===== src/design/chain_regs_pkg.sv =====
// constants, types and operation list for the chain master staging register bank
// ---------------------------------------------------------------------------
// ---------------------------------------------------------------------------
package chain_regs_pkg;

    // ------------------------------------------------------------------
    // register offsets
    // ------------------------------------------------------------------
    localparam logic [7:0] reference_code_low_addr = 8'h1f;
    localparam logic [7:0] reference_code_high_addr = 8'h20;
    localparam logic [7:0] upper_limit_code_low_addr = 8'h21;
    localparam logic [7:0] upper_limit_code_high_addr = 8'h22;
    localparam logic [7:0] lower_limit_code_low_addr = 8'h23;
    localparam logic [7:0] lower_limit_code_high_addr = 8'h24;
    localparam logic [7:0] chain_target_or_broadcast_addr = 8'h25;
    localparam logic [7:0] chain_target_register_addr = 8'h26;
    localparam logic [7:0] chain_write_byte_addr = 8'h27;

    // ------------------------------------------------------------------
    // reset values and field masks
    // ------------------------------------------------------------------
    localparam logic [7:0] reg_reset_value = 8'h00;
    localparam logic [7:0] code_high_mask = 8'h0f;
    localparam logic [7:0] target_mask = 8'h3f;
    localparam logic [7:0] register_addr_mask = 8'h0f;
    localparam logic [7:0] write_byte_mask = 8'hff;
    localparam logic [5:0] broadcast_address = 6'h00;

    // chain command codes, bits 3:1 of the command register
    typedef enum logic [2:0] {
        chain_op_reserved0 = 3'h0,
        chain_op_slave_read = 3'h1,
        chain_op_slave_write = 3'h2,
        chain_op_addr_alloc = 3'h3,
        chain_op_bcast_config = 3'h4,
        chain_op_bcast_write = 3'h5,
        chain_op_reserved6 = 3'h6,
        chain_op_reserved7 = 3'h7
    } chain_op_type;

    // broadcast configuration commands
    localparam logic [5:0] bcmd_nop = 6'h00;
    localparam logic [5:0] bcmd_reference_write = 6'h02;
    localparam logic [5:0] bcmd_timer_write = 6'h03;
    localparam logic [5:0] bcmd_lower_write = 6'h03;
    localparam logic [5:0] bcmd_upper_write = 6'h04;

    // host port write/read request
    typedef struct packed {
        logic wr;
        logic rd;
        logic [7:0] addr;
        logic [7:0] wdata;
    } host_req_type;

    // request that the bank hands to the link engine
    typedef struct packed {
        logic start;
        chain_op_type op;
        logic [5:0] target;
        logic [3:0] reg_addr;
        logic [7:0] wdata;
        logic bcast_all;
    } chain_req_type;

    // one 12-bit threshold code
    typedef struct packed {
        logic [11:0] code;
    } threshold_type;

endpackage


===== src/design/byte_reg.sv =====
// one masked 8-bit register with a write enable driven by host or chain writes
`timescale 1ns/1ps
module byte_reg
    import chain_regs_pkg::*;
#(
    parameter logic [7:0] mask = 8'hff
) (
    input wire logic clk,
    input wire logic nrst,
    input wire logic we,
    input wire logic [7:0] wdata,
    output logic [7:0] q
);

    // ------------------------------------------------------------------
    // storage: reserved bits never take a write
    // ------------------------------------------------------------------
    always_ff @(posedge clk or negedge nrst) begin
        if (!nrst) begin
            q <= reg_reset_value;
        end else if (we) begin
            q <= wdata & mask;
        end
    end

endmodule // byte_reg


===== src/design/chain_master_staging_regs.sv =====
// threshold and chain staging register bank on the four-wire host port
`timescale 1ns/1ps
module chain_master_staging_regs
    import chain_regs_pkg::*;
(
    input wire logic clk,
    input wire logic nrst,
    input wire host_req_type host_req,
    output logic [7:0] host_rdata,
    output logic host_hit,
    input wire logic chain_wr,
    input wire logic [7:0] chain_addr,
    input wire logic [7:0] chain_wdata,
    input wire logic master_mode,
    input wire logic chain_start,
    input wire logic [2:0] chain_op,
    output chain_req_type chain_req,
    output threshold_type reference_code,
    output threshold_type upper_limit_code,
    output threshold_type lower_limit_code
);

    localparam int nregs = 9;

    // ------------------------------------------------------------------
    // address decode
    // ------------------------------------------------------------------
    function automatic logic hit_at(input logic [7:0] a, input logic [7:0] o);
        hit_at = (a == o);
    endfunction

    // write enable: a host write to any register drops a chain write in the same cycle
    function automatic logic write_en(
        input logic host_s,
        input logic chain_s,
        input logic host_w,
        input logic chain_w);
        write_en = (host_w & host_s) | (chain_w & chain_s & ~host_w);
    endfunction

    // write data: the host byte when the host writes, else the chain byte
    function automatic logic [7:0] write_src(
        input logic host_s,
        input logic host_w,
        input logic [7:0] host_d,
        input logic [7:0] chain_d);
        write_src = (host_w & host_s) ? host_d : chain_d;
    endfunction

    // field masks per register; reserved bits never store a write
    localparam logic [7:0] reg_masks [nregs] = '{
        8'hff,
        code_high_mask,
        8'hff,
        code_high_mask,
        8'hff,
        code_high_mask,
        target_mask,
        register_addr_mask,
        write_byte_mask
    };

    logic [7:0] regs [nregs];
    logic [nregs-1:0] host_sel;
    logic [nregs-1:0] chain_sel;
    logic [nregs-1:0] we;
    logic [7:0] wsrc [nregs];
    logic any_hit;
    logic [7:0] next_rdata;

    // ------------------------------------------------------------------
    // per-register select and storage: thresholds from either port,
    // staging registers only from the host port
    // ------------------------------------------------------------------

    // ------------------------------------------------------------------
    // reference code, low byte
    // ------------------------------------------------------------------
    assign host_sel[0] = hit_at(host_req.addr, reference_code_low_addr);
    assign chain_sel[0] = hit_at(chain_addr, reference_code_low_addr);
    assign we[0] = write_en(host_sel[0], chain_sel[0], host_req.wr, chain_wr);
    assign wsrc[0] = write_src(host_sel[0], host_req.wr, host_req.wdata,
        chain_wdata);

    byte_reg #(
        .mask(reg_masks[0])
    ) u_reference_code_low (
        .clk(clk),
        .nrst(nrst),
        .we(we[0]),
        .wdata(wsrc[0]),
        .q(regs[0])
    );

    // ------------------------------------------------------------------
    // reference code, high byte
    // ------------------------------------------------------------------
    assign host_sel[1] = hit_at(host_req.addr, reference_code_high_addr);
    assign chain_sel[1] = hit_at(chain_addr, reference_code_high_addr);
    assign we[1] = write_en(host_sel[1], chain_sel[1], host_req.wr, chain_wr);
    assign wsrc[1] = write_src(host_sel[1], host_req.wr, host_req.wdata,
        chain_wdata);

    byte_reg #(
        .mask(reg_masks[1])
    ) u_reference_code_high (
        .clk(clk),
        .nrst(nrst),
        .we(we[1]),
        .wdata(wsrc[1]),
        .q(regs[1])
    );

    // ------------------------------------------------------------------
    // upper limit code, low byte
    // ------------------------------------------------------------------
    assign host_sel[2] = hit_at(host_req.addr, upper_limit_code_low_addr);
    assign chain_sel[2] = hit_at(chain_addr, upper_limit_code_low_addr);
    assign we[2] = write_en(host_sel[2], chain_sel[2], host_req.wr, chain_wr);
    assign wsrc[2] = write_src(host_sel[2], host_req.wr, host_req.wdata,
        chain_wdata);

    byte_reg #(
        .mask(reg_masks[2])
    ) u_upper_limit_code_low (
        .clk(clk),
        .nrst(nrst),
        .we(we[2]),
        .wdata(wsrc[2]),
        .q(regs[2])
    );

    // ------------------------------------------------------------------
    // upper limit code, high byte
    // ------------------------------------------------------------------
    assign host_sel[3] = hit_at(host_req.addr, upper_limit_code_high_addr);
    assign chain_sel[3] = hit_at(chain_addr, upper_limit_code_high_addr);
    assign we[3] = write_en(host_sel[3], chain_sel[3], host_req.wr, chain_wr);
    assign wsrc[3] = write_src(host_sel[3], host_req.wr, host_req.wdata,
        chain_wdata);

    byte_reg #(
        .mask(reg_masks[3])
    ) u_upper_limit_code_high (
        .clk(clk),
        .nrst(nrst),
        .we(we[3]),
        .wdata(wsrc[3]),
        .q(regs[3])
    );

    // ------------------------------------------------------------------
    // lower limit code, low byte
    // ------------------------------------------------------------------
    assign host_sel[4] = hit_at(host_req.addr, lower_limit_code_low_addr);
    assign chain_sel[4] = hit_at(chain_addr, lower_limit_code_low_addr);
    assign we[4] = write_en(host_sel[4], chain_sel[4], host_req.wr, chain_wr);
    assign wsrc[4] = write_src(host_sel[4], host_req.wr, host_req.wdata,
        chain_wdata);

    byte_reg #(
        .mask(reg_masks[4])
    ) u_lower_limit_code_low (
        .clk(clk),
        .nrst(nrst),
        .we(we[4]),
        .wdata(wsrc[4]),
        .q(regs[4])
    );

    // ------------------------------------------------------------------
    // lower limit code, high byte
    // ------------------------------------------------------------------
    assign host_sel[5] = hit_at(host_req.addr, lower_limit_code_high_addr);
    assign chain_sel[5] = hit_at(chain_addr, lower_limit_code_high_addr);
    assign we[5] = write_en(host_sel[5], chain_sel[5], host_req.wr, chain_wr);
    assign wsrc[5] = write_src(host_sel[5], host_req.wr, host_req.wdata,
        chain_wdata);

    byte_reg #(
        .mask(reg_masks[5])
    ) u_lower_limit_code_high (
        .clk(clk),
        .nrst(nrst),
        .we(we[5]),
        .wdata(wsrc[5]),
        .q(regs[5])
    );

    // ------------------------------------------------------------------
    // target device or broadcast command, host port only
    // ------------------------------------------------------------------
    assign host_sel[6] = hit_at(host_req.addr, chain_target_or_broadcast_addr);
    assign chain_sel[6] = 1'b0;
    assign we[6] = write_en(host_sel[6], chain_sel[6], host_req.wr, chain_wr);
    assign wsrc[6] = write_src(host_sel[6], host_req.wr, host_req.wdata,
        chain_wdata);

    byte_reg #(
        .mask(reg_masks[6])
    ) u_chain_target_or_broadcast (
        .clk(clk),
        .nrst(nrst),
        .we(we[6]),
        .wdata(wsrc[6]),
        .q(regs[6])
    );

    // ------------------------------------------------------------------
    // target register address, host port only
    // ------------------------------------------------------------------
    assign host_sel[7] = hit_at(host_req.addr, chain_target_register_addr);
    assign chain_sel[7] = 1'b0;
    assign we[7] = write_en(host_sel[7], chain_sel[7], host_req.wr, chain_wr);
    assign wsrc[7] = write_src(host_sel[7], host_req.wr, host_req.wdata,
        chain_wdata);

    byte_reg #(
        .mask(reg_masks[7])
    ) u_chain_target_register (
        .clk(clk),
        .nrst(nrst),
        .we(we[7]),
        .wdata(wsrc[7]),
        .q(regs[7])
    );

    // ------------------------------------------------------------------
    // staged write byte, host port only
    // ------------------------------------------------------------------
    assign host_sel[8] = hit_at(host_req.addr, chain_write_byte_addr);
    assign chain_sel[8] = 1'b0;
    assign we[8] = write_en(host_sel[8], chain_sel[8], host_req.wr, chain_wr);
    assign wsrc[8] = write_src(host_sel[8], host_req.wr, host_req.wdata,
        chain_wdata);

    byte_reg #(
        .mask(reg_masks[8])
    ) u_chain_write_byte (
        .clk(clk),
        .nrst(nrst),
        .we(we[8]),
        .wdata(wsrc[8]),
        .q(regs[8])
    );

    // ------------------------------------------------------------------
    // read mux; reserved bits already zero in storage
    // ------------------------------------------------------------------
    always_comb begin
        next_rdata = 8'h00;
        any_hit = 1'b0;
        for (int i = 0; i < nregs; i++) begin
            if (host_sel[i]) begin
                next_rdata = regs[i] & reg_masks[i];
                any_hit = 1'b1;
            end
        end
    end

    assign host_hit = any_hit;

    // registered read data
    always_ff @(posedge clk or negedge nrst) begin
        if (!nrst) begin
            host_rdata <= reg_reset_value;
        end else if (host_req.rd) begin
            host_rdata <= next_rdata;
        end
    end

    // ------------------------------------------------------------------
    // threshold codes assembled from low and high bytes
    // ------------------------------------------------------------------
    assign reference_code.code = {regs[1][3:0], regs[0]};
    assign upper_limit_code.code = {regs[3][3:0], regs[2]};
    assign lower_limit_code.code = {regs[5][3:0], regs[4]};

    // ------------------------------------------------------------------
    // request to the link engine, valid only in master mode
    // ------------------------------------------------------------------
    logic valid_op;
    assign valid_op = (chain_op != chain_op_reserved0)
                    & (chain_op != chain_op_reserved6)
                    & (chain_op != chain_op_reserved7);

    assign chain_req.start = chain_start & master_mode & valid_op;
    assign chain_req.op = chain_op_type'(chain_op);
    assign chain_req.target = regs[6][5:0];
    assign chain_req.reg_addr = regs[7][3:0];
    assign chain_req.wdata = regs[8];
    assign chain_req.bcast_all = (chain_op == chain_op_bcast_write)
                               & (regs[6][5:0] == broadcast_address);

endmodule // chain_master_staging_regs


===== config.mk =====
export PLATFORM = sky130hd
export DESIGN_NAME = chain_master_staging_regs
export DESIGN_NICKNAME = d
export VERILOG_FILES = /design/src/design/chain_regs_pkg.sv /design/src/design/byte_reg.sv /design/src/design/chain_master_staging_regs.sv
export SDC_FILE = /design/constraint.sdc
export NUM_CORES = 1
export LEC_CHECK = 0
export BUFFER_PORTS_ARGS = -buffer_cell sky130_fd_sc_hd__buf_2
export CAP_MARGIN = 20
export CORE_MARGIN = 5
export CORE_UTILIZATION = 30
export CTS_BUF_LIST = sky130_fd_sc_hd__clkbuf_4
export DETAILED_ROUTE_END_ITERATION = 16
export GPL_TIMING_DRIVEN = 1
export PLACE_DENSITY_LB_ADDON = 0.2
export SYNTH_ARGS = -nofsm -noshare
export SYNTH_HDL_FRONTEND = slang
export SYNTH_SLANG_ARGS = --single-unit

===== constraint.sdc =====
create_clock -name clk -period 1.7 [get_ports clk]
set_input_delay 0.085 -clock clk [delete_from_list [all_inputs] [get_ports clk]]
set_output_delay 0.085 -clock clk [all_outputs]
set_load 0.01 [all_outputs]

* After elaboration in Yosys (flattened, before gate mapping)
Index checks and enable logic that the tools add are counted.
Word-level totals: bits in registers 62, input bits 42, output and inout port bits 68, logic and storage cells 87
Operators by class: eq/ne operators 18, muxes and demuxes 24, bitwise logic cells 33, reduce and logical (&&, ||, !) cells 2
Operators by type and width (count):
- 8-bit by 6-bit == test with 1-bit output (second input constant) | 13
- 8-bit two-way mux | 12
- 1-bit AND | 26
- 8-bit by 5-bit == test with 1-bit output (second input constant) | 2
- 4-bit two-way mux | 3
- 1-bit two-way mux | 9
- 6-bit logical NOT | 1
- 3-bit inequality test (second input constant) | 2
- 1-bit OR | 6
- 3-bit == test (second input constant) | 1
- 3-bit nonzero test | 1
- 1-bit inverter | 1

* Logic depth before layout (Yosys ltp)
Gate-level depths: netlist of the first run.
word-level depth 10, mapped depth 6, mapped depth without buffers 4

* Hierarchy
Synthesis of the first run repeated with hierarchy kept, for this count alone.
Second synthesis, totals: cells, all modules 377, area total of the unflattened synthesis 4401.7 um2
By module, submodules not included:
- chain_master_staging_regs | times used 1, cells an instance 241, area an instance 2089.5 um2, seq. area each 200.2 um2
- byte_reg (u_chain_write_byte ...) | times used 4, cells an instance 17, area an instance 331.6 um2, seq. area each 200.2 um2
- byte_reg (u_chain_target_register ...) | times used 4, cells an instance 13, area an instance 178.9 um2, seq. area each 100.1 um2
- byte_reg (u_chain_target_or_broadcast) | times used 1, cells an instance 16, area an instance 270.3 um2, seq. area each 150.1 um2

* Worst setup path before layout of the first run
No wires, ideal clock.
path kind input-to-reg, start input port host_req[17] (netlist bit), end register u_lower_limit_code_low.q[0], setup time 0.121 ns, arrival 1.516 ns, data required time 1.579 ns, setup slack 0.063 ns, stages 6, buffers on the path 2, path through or4b_1 buf_2 or4_1 buf_2 nand3_1 nand2_1
On the way: cells in the longest elaborated chain, start to end 3, elaborated cells on any way between the ends 5, those cells by class 1 x mux; 4 x bitwise
RTL lines:
- start, declared | RTL line chain_master_staging_regs.sv:8 | input wire host_req_type host_req,
- 1-bit inverter
- 1-bit AND | RTL line chain_master_staging_regs.sv:38 | write_en = (host_w & host_s) | (chain_w & chain_s & ~host_w);
- 1-bit OR | RTL line chain_master_staging_regs.sv:38
- end signal, assigned | RTL line byte_reg.sv:20 | q <= reg_reset_value;
- end signal, assigned | RTL line byte_reg.sv:22 | q <= wdata & mask;
- end, declared | RTL line byte_reg.sv:12 | output logic [7:0] q
Several ways; a longest one is shown, not always the timed one. A chain may end at the register's enable or synchronous reset.

* Final worst setup path of the first run
start input port chain_addr[3], end register u_upper_limit_code_low.q[5]
On the way: cells in the longest elaborated chain, start to end 4
RTL lines:
- start, declared | RTL line chain_master_staging_regs.sv:12 | input wire logic [7:0] chain_addr,
- 8-bit by 6-bit == test with 1-bit output | RTL line chain_master_staging_regs.sv:29 | hit_at = (a == o);
- 1-bit AND (2 in a row) | RTL line chain_master_staging_regs.sv:38
- 1-bit OR | RTL line chain_master_staging_regs.sv:38
- end signal, assigned | RTL line byte_reg.sv:20
- end signal, assigned | RTL line byte_reg.sv:22
- end, declared | RTL line byte_reg.sv:12
No other way between the ends.

==> results of run 1 <==
metal layers:
layer | vias up | wire [um] | part of all wire, % | GRT usage, %
met4 | 0 | 133 | 1.0 | 4.94
met2 | 116 | 6330 | 48 | 30.5
met5 | - | 0 | 0 | 0
met1 | 1720 | 5810 | 44 | 24.9
met3 | 9 | 821 | 6.3 | 3.49
li1 | 1636 | - | - | -
sequential cells by signal (all words and copies together), names as in the netlist, 6 cells and up:
register	cells
u_chain_write_byte.q	8
host_rdata	8
u_chain_target_or_broadcast.q	6
u_lower_limit_code_low.q	8
u_reference_code_low.q	8
u_upper_limit_code_low.q	8
cells in the mapped netlist, types with 3 or more instances:
cell type                   instances  area share, %
sky130_fd_sc_hd__mux4_2             4            2.5
sky130_fd_sc_hd__nor3_1             3           0.41
sky130_fd_sc_hd__mux2i_1           21            5.8
sky130_fd_sc_hd__buf_2              5           0.69
sky130_fd_sc_hd__nor2_1            22            2.3
sky130_fd_sc_hd__o31ai_1            3           0.62
sky130_fd_sc_hd__inv_1              4           0.41
sky130_fd_sc_hd__o41ai_1            3           0.72
sky130_fd_sc_hd__clkbuf_1          14            1.4
sky130_fd_sc_hd__and4_1             3           0.72
sky130_fd_sc_hd__a21oi_1           19            2.6
sky130_fd_sc_hd__mux2_2            20            6.2
sky130_fd_sc_hd__nand4_1            7            1.2
sky130_fd_sc_hd__a22oi_1           19            3.9
sky130_fd_sc_hd__o21ai_0            9            1.2
sky130_fd_sc_hd__nor4b_1            3           0.72
sky130_fd_sc_hd__o22ai_1            3           0.52
sky130_fd_sc_hd__dfrtp_1           62             43
sky130_fd_sc_hd__a211oi_1           3           0.62
sky130_fd_sc_hd__nor4_4             3            1.8
sky130_fd_sc_hd__nor2b_1            5           0.86
sky130_fd_sc_hd__buf_4              4           0.83
sky130_fd_sc_hd__or3b_2             4           0.96
sky130_fd_sc_hd__nand3_1           22            3.0
sky130_fd_sc_hd__a22o_1             7            1.7
sky130_fd_sc_hd__nand2b_1           8            1.4
sky130_fd_sc_hd__nand2_1           26            2.7
sky130_fd_sc_hd__a2bb2oi_1          3           0.72
sky130_fd_sc_hd__a21o_1             8            1.7
sky130_fd_sc_hd__o21a_1             3           0.62
what timing repair did:
action	4_1_cts	5_1_grt
hold buffers	13	0
resized for setup	1	3
endpoints found under the setup margin	1	4
hold endpoints to repair	71	0
setup buffers	1	1
pin swaps	0	1
layout make-up:
class                           instances  area [um2]
Fill cell                            1217        7110
Multi-Input combinational cell        265        1980
Sequential cell                        62        1550
Timing Repair Buffer                  156         956
Tap cell                              147         184
Clock inverter                          5         100
Clock buffer                            9        67.6
Inverter                                4        15.0
Antenna cell                            1        2.50
worst max-delay path: cells and delay by family:
family,cells,cell delay [ns]
AND/OR/NAND/NOR,3,0.77
buffers and inverters,4,1.08
AO/OA/AOI/OAI,1,0.08
logic make-up (layout without fill, tap and decap cells):
| logic type | after synthesis | count (layout) |
|---|---|---|
| and+or+nand+nor | 130 | 130 |
| AOI/OAI and AO/OA | 90 | 90 |
| DFF | 62 | 62 |
| muxes | 45 | 45 |
| buffers and inverters | 29 | 174 |
| other | 0 | 1 |
per-stage QoR:
stage | TNS [ns] | power, uW | utilization, % | std cells | hold WS, ns
floorplan | 0 | 1970 | - | 356 | -0.211
global route | -0.0137 | 3760 | 40.6 | 649 | 0.0110
finish | 0 | 3590 | 40.6 | 649 | 0.0297
global placement | -1.49 | 2320 | 37.8 | 619 | 0.0509
detailed placement | -2.11 | 2330 | 37.8 | 619 | 0.0507
CTS | 0 | 3620 | 40.4 | 647 | 0.00301
worst paths after layout:
path,end,slack [ns],from,depth (start not counted)
max in group asynchronous,u_chain_target_register.q[0],1.00,nrst,3
max reg2reg,host_rdata[3],0.25,u_upper_limit_code_high.q[3],3
min,u_upper_limit_code_low.q[1],0.03,chain_wdata[1],3
min reg2reg,host_rdata[7],0.49,host_rdata[7],1
max,u_upper_limit_code_low.q[5],0.06,chain_addr[3],8
min in group asynchronous,u_chain_target_or_broadcast.q[5],0.14,nrst,2
power by group through the flow:
stage,sequential [uW],clock [uW],combinational (uW)
6_report,1680,1270,638
5_1_grt,1700,1370,701
4_1_cts,1680,1300,642
3_5_place_dp,1710,0,621
3_3_place_gp,1710,0,612
2_1_floorplan,1720,0,252
==> out/results.ini, run 1 <==
[outcome]
outcome = finished clean

[power]
p_clk_share_pct = 35.4
sw_frac_of_total_pct = 28.0
p_switching_uw = 1010
seq_power_share_pct = 46.8
internal_power_uw = 2580
combinationalPowerShare_pct = 17.8
pwr_dens_nw_per_um2 = 740
vdd_drop_max_mv = 0.380
power_leakage_uw = 0.00247

[worst_hold_path]
min_path_type = primary input to register

[clock_tree]
clkLatencyLatePin_ns = 0.41
cts_buffers = 9
tritoncts = yes
clkTransAtPathRegs_ns = 0.11
cts_htree_levels = 3
tritoncts_num_sinks = 62
cts-root-buf = sky130_fd_sc_hd__clkbuf_4
clockBufferDepth = 2

[final_layout]
layout.cells.most_common = sky130_fd_sc_hd__buf_2
layout-drive-gt1-share_pct = 39.5
most_frequent_cells_in_the_layout = sky130_fd_sc_hd__buf_2 (109), sky130_fd_sc_hd__dfrtp_1 (62), sky130_fd_sc_hd__buf_4 (32)
layout.cell_area.non_filler_um2 = 4850
nNetsFinal = 540
area_growth_syn_to_layout_pct = 33.4

[logic_synthesis]
yosys.cell_types.count = 55
dominantRegCellSynth = sky130_fd_sc_hd__dfrtp_1
area_share_of_fa_ha_maj_cells_after_synthesis_pct = 0
synthesis.area_um2 = 3640
synth_top_family_by_area = simple AND/OR/NAND/NOR gates
synth_enable_flop_cells = 0
post_synthesis_share_of_cell_area_spent_on_xor_and_xnor_gates_pct = 0
share_of_synthesized_cell_area_in_and_or_nand_and_nor_gates_pct = 22.1
synthesis.nets = 398
postSynth.asyncResetShare_pct = 100
yosysWarningCount = 0
fraction_of_the_mapped_netlist_area_in_compound_gates_pct = 17.2
synth.yosys.seq_area_share_pct = 42.6
synth_cells = 356
post_synth.cell_area_avg_um2 = 10.2
synth.mux.area_fraction_pct = 14.4
yosys_register_bits = 62

[critical_path]
worst-endpoint-arrival_ns = 2.01
worstSetupStartpointType = primary input
timing.critical_path.fanout_max = 8
crit_path_max_incr_delay_ns = 0.57
critPathCaptureType = register
crit_chain = buf_2 > or3b_2 > buf_4 > nor4b_4 > buf_4 > a22oi_1 > dlygate4sd3_1 > nand2_1
path_common_cell = sky130_fd_sc_hd__buf_4
crit_slowest_cell = sky130_fd_sc_hd__dlygate4sd3_1
critPathRequiredTime_ns = 2.07
critPathKind = primary input to register

[route]
drtIter0Drc = 273
post_route_ant_nets = 0
vias = 3481
post-route-drc-count = 0
wirelength_um = 13100
drtPass1Iterations = 4
drt-wirelength-per-cell_um = 20.2
viasPerCell = 5.36

[flow_run]
cap_viol_max_count = 0

[die]
placeableCoreArea_um2 = 12000
pin_count = 110
row_count = 40
chipWidth_um = 120
floorplan.die_area_um2 = 14400
die_h_um = 120
floorplan.initialDensity_pct = 30.4

[timing]
grt_setup_unrepaired = yes
max_freq_ghz = 0.609
final_hold_viol_count = 0
slew-limit-headroom_pct = 69.2
post-route-min-period_ns = 1.64
worst_clock_skew_ns = 0.0194
period_share_pct = 96.6
setup_viol = 0
finalMaxSlewViolations = 0
worst_pin_slew_ns = 0.455
finalWorstSetupSlack_ns = 0.0570

[placed_design]
placement.cell_area_um2 = 4520
placement.setup.worst_slack_ns = -0.174
io_buffer_count = 109
globalplace.congestion = 0.902
place_hpwl_um = 9920

[global_route]
grt_overflow = 0
aggregate_global_route_resource_usage_pct = 18.5
number_of_global_route_vias_before_repair = 3597
antenna_violations_before_repair = 1
global_route_wire_length_before_repair_um = 20600
grt_max_degree = 34

No activity file was read; power rests on OpenSTA's default activity.
==> run 2, diff against run 1 <==
CELL_PAD_IN_SITES_DETAIL_PLACEMENT = 0   (was unset)
CELL_PAD_IN_SITES_GLOBAL_PLACEMENT = 2   (was unset)
==> out/results.ini, run 2 (synthesized netlist as in run 1, its figures left out) <==
[route]
post-route-drc-count = 0  ; unchanged
vias = 3378  ; -3.0%
drtIter0Drc = 182  ; -33%
viasPerCell = 5.23  ; -2.5%
post_route_ant_nets = 0  ; unchanged
wirelength_um = 13100  ; -0.31%
drtPass1Iterations = 4  ; unchanged
drt-wirelength-per-cell_um = 20.2  ; +0.15%

[timing]
post-route-min-period_ns = 1.59  ; -0.0540 ns
worst_pin_slew_ns = 0.457  ; +0.00183 ns
hold_slack_ns = 0.0295  ; -0.000175 ns
grt_setup_unrepaired = yes
finalMaxSlewViolations = 0  ; unchanged
finalWorstSetupSlack_ns = 0.111  ; +0.0540 ns
worst_clock_skew_ns = 0.0137  ; -0.00576 ns
period_share_pct = 93.5  ; -3.2 points
max_freq_ghz = 0.629  ; +3.4%
final_hold_viol_count = 0  ; unchanged
slew-limit-headroom_pct = 69.4  ; +0.21 points
setup_viol = 0  ; unchanged

[clock_tree]
clkTransAtPathRegs_ns = 0.11  ; about the same
tritoncts_num_sinks = 62  ; unchanged
clockBufferDepth = 2  ; unchanged
clkLatencyLatePin_ns = 0.42  ; about the same
tritoncts = yes
cts_htree_levels = 3  ; unchanged
cts-root-buf = sky130_fd_sc_hd__clkbuf_4
cts_buffers = 9  ; unchanged

[worst_hold_path]
min_path_type = primary input to register
hold_path_startpoint = chain_wdata[0]
whs_endpoint = u_upper_limit_code_low.q[0]
worst_hold_path.num_cells = 3  ; unchanged

[power]
sw_frac_of_total_pct = 31.9  ; +3.9 points
pwr_dens_nw_per_um2 = 660  ; -11%
seq_power_share_pct = 53.3  ; +6.5 points
p_switching_uw = 1000  ; -0.46%
p_clk_share_pct = 26.4  ; -9.0 points
power_leakage_uw = 0.00244  ; -1.3%
vdd_drop_max_mv = 0.238  ; -37%
internal_power_uw = 2140  ; -17%
combinationalPowerShare_pct = 20.3  ; +2.5 points

[critical_path]
timing.reg2reg.setup_slack_ns = 0.28  ; +0.03 ns
rr_worst_depth = 3  ; unchanged
critPathRequiredTime_ns = 1.62  ; -0.45 ns
crit_slowest_cell = sky130_fd_sc_hd__dfrtp_1
worst_r2r_end = host_rdata[3]
worstSetupStartpointType = register
crit_path_max_incr_delay_ns = 0.41  ; -0.16 ns
critPathKind = register to output pin
r2r-start = u_upper_limit_code_low.q[3]
timing.critical_path.fanout_max = 2  ; -6
worst-endpoint-arrival_ns = 1.50  ; -0.51 ns
critPathCaptureType = output pin
crit_chain = nor4b_2 > nand3b_1 > nor4_2 > buf_2

[die]
floorplan.die_area_um2 = 14400  ; unchanged
row_count = 40  ; unchanged
chipWidth_um = 120  ; unchanged
floorplan.initialDensity_pct = 30.4  ; unchanged
pin_count = 110  ; unchanged
die_h_um = 120  ; unchanged
placeableCoreArea_um2 = 12000  ; unchanged

[flow_run]
cap_viol_max_count = 0  ; unchanged

[global_route]
antenna_violations_before_repair = 1  ; unchanged
global_route_wire_length_before_repair_um = 20500  ; -0.44%
grt_max_degree = 63  ; +85%
number_of_global_route_vias_before_repair = 3477  ; -3.3%
grt_overflow = 0  ; unchanged
aggregate_global_route_resource_usage_pct = 18.7  ; +0.16 points

[final_layout]
nNetsFinal = 536  ; -0.74%
layout.cell_area.non_filler_um2 = 4760  ; -2.0%
most_frequent_cells_in_the_layout = sky130_fd_sc_hd__buf_2 (109), sky130_fd_sc_hd__dfrtp_1 (62), sky130_fd_sc_hd__buf_4 (28)
layout.cells.most_common = sky130_fd_sc_hd__buf_2
layout-drive-gt1-share_pct = 39.2  ; -0.36 points
area_growth_syn_to_layout_pct = 30.7
filler_cell_count = 1225  ; +0.66%

[placed_design]
placement.setup.worst_slack_ns = -0.0927  ; +0.0811 ns
io_buffer_count = 109  ; unchanged
globalplace.congestion = 0.807  ; -11%
place_hpwl_um = 10000  ; +0.75%
placement.cell_area_um2 = 4510  ; -0.22%

[outcome]
outcome = finished clean

[run 2: power groups by stage]
stage	clock (uW)	combinational (uW)	sequential, uW
after global routing	935	704	1690
after global placement	0	615	1700
after floorplan	0	252	1720
final	829	638	1670
after detailed placement	0	623	1710
after CTS	863	648	1680
[run 2: worst max path at each step]
| stage | end | slack, ns | start | cells past startpoint |
|---|---|---|---|---|
| after floorplan | u_lower_limit_code_low.q[0] | 0.06 | host_req[17] | 6 |
| after global placement | u_lower_limit_code_low.q[6] | -0.06 | host_req[17] | 5 |
| after detailed placement | u_lower_limit_code_low.q[2] | -0.09 | host_req[17] | 5 |
| after CTS | chain_req[0] | 0.03 | u_chain_target_or_broadcast.q[4] | 4 |
| after global routing | chain_req[0] | -0.03 | u_chain_target_or_broadcast.q[0] | 4 |
| final | chain_req[0] | 0.11 | u_chain_target_or_broadcast.q[0] | 4 |
[run 2: what timing repair did]
| action | in CTS | in global routing |
|---|---|---|
| resized for setup | 1 | 1 |
| hold buffers | 12 | 0 |
| hold endpoints to repair | 81 | 0 |
| endpoints found under the setup margin | 1 | 1 |
| pin swaps | 0 | 0 |
| buffers inserted | 1 | 1 |
[run 2: layer usage]
layer  vias up  part of all wire [%]  track usage (%)
met5         -                     0                0
met4         0                   1.3             6.01
met3        10                   5.4             2.87
met2        99                    49             31.0
met1      1640                    44             24.9
li1       1629                     -                -
[run 2: critical path: cells and delay by family, from the launching register on]
kind | cells | cell delay (ns)
buf+inv | 1 | 0.16
flops | 1 | 0.41
simple gates | 3 | 0.51
[run 2: final cells by class]
type,count,area (um2),area share [%]
multi-input cells,265,1970,41.4
diodes,1,2.50,0.0526
clock buffers,9,67.6,1.42
inverters,4,15.0,0.316
repair buffers,152,936,19.7
well taps,147,184,3.87
flip-flops and latches,62,1550,32.6
clock inverters,6,30.0,0.631
[run 2: through the flow]
stage | utilization, % | std cells | setup TNS [ns] | power (uW)
2_1_floorplan | - | 356 | 0 | 1970
3_3_place_gp | 37.7 | 616 | -0.553 | 2320
3_5_place_dp | 37.7 | 616 | -0.803 | 2330
4_1_cts | 39.6 | 644 | 0 | 3190
5_1_grt | 39.8 | 646 | -0.0282 | 3330
6_report | 39.8 | 646 | 0 | 3140
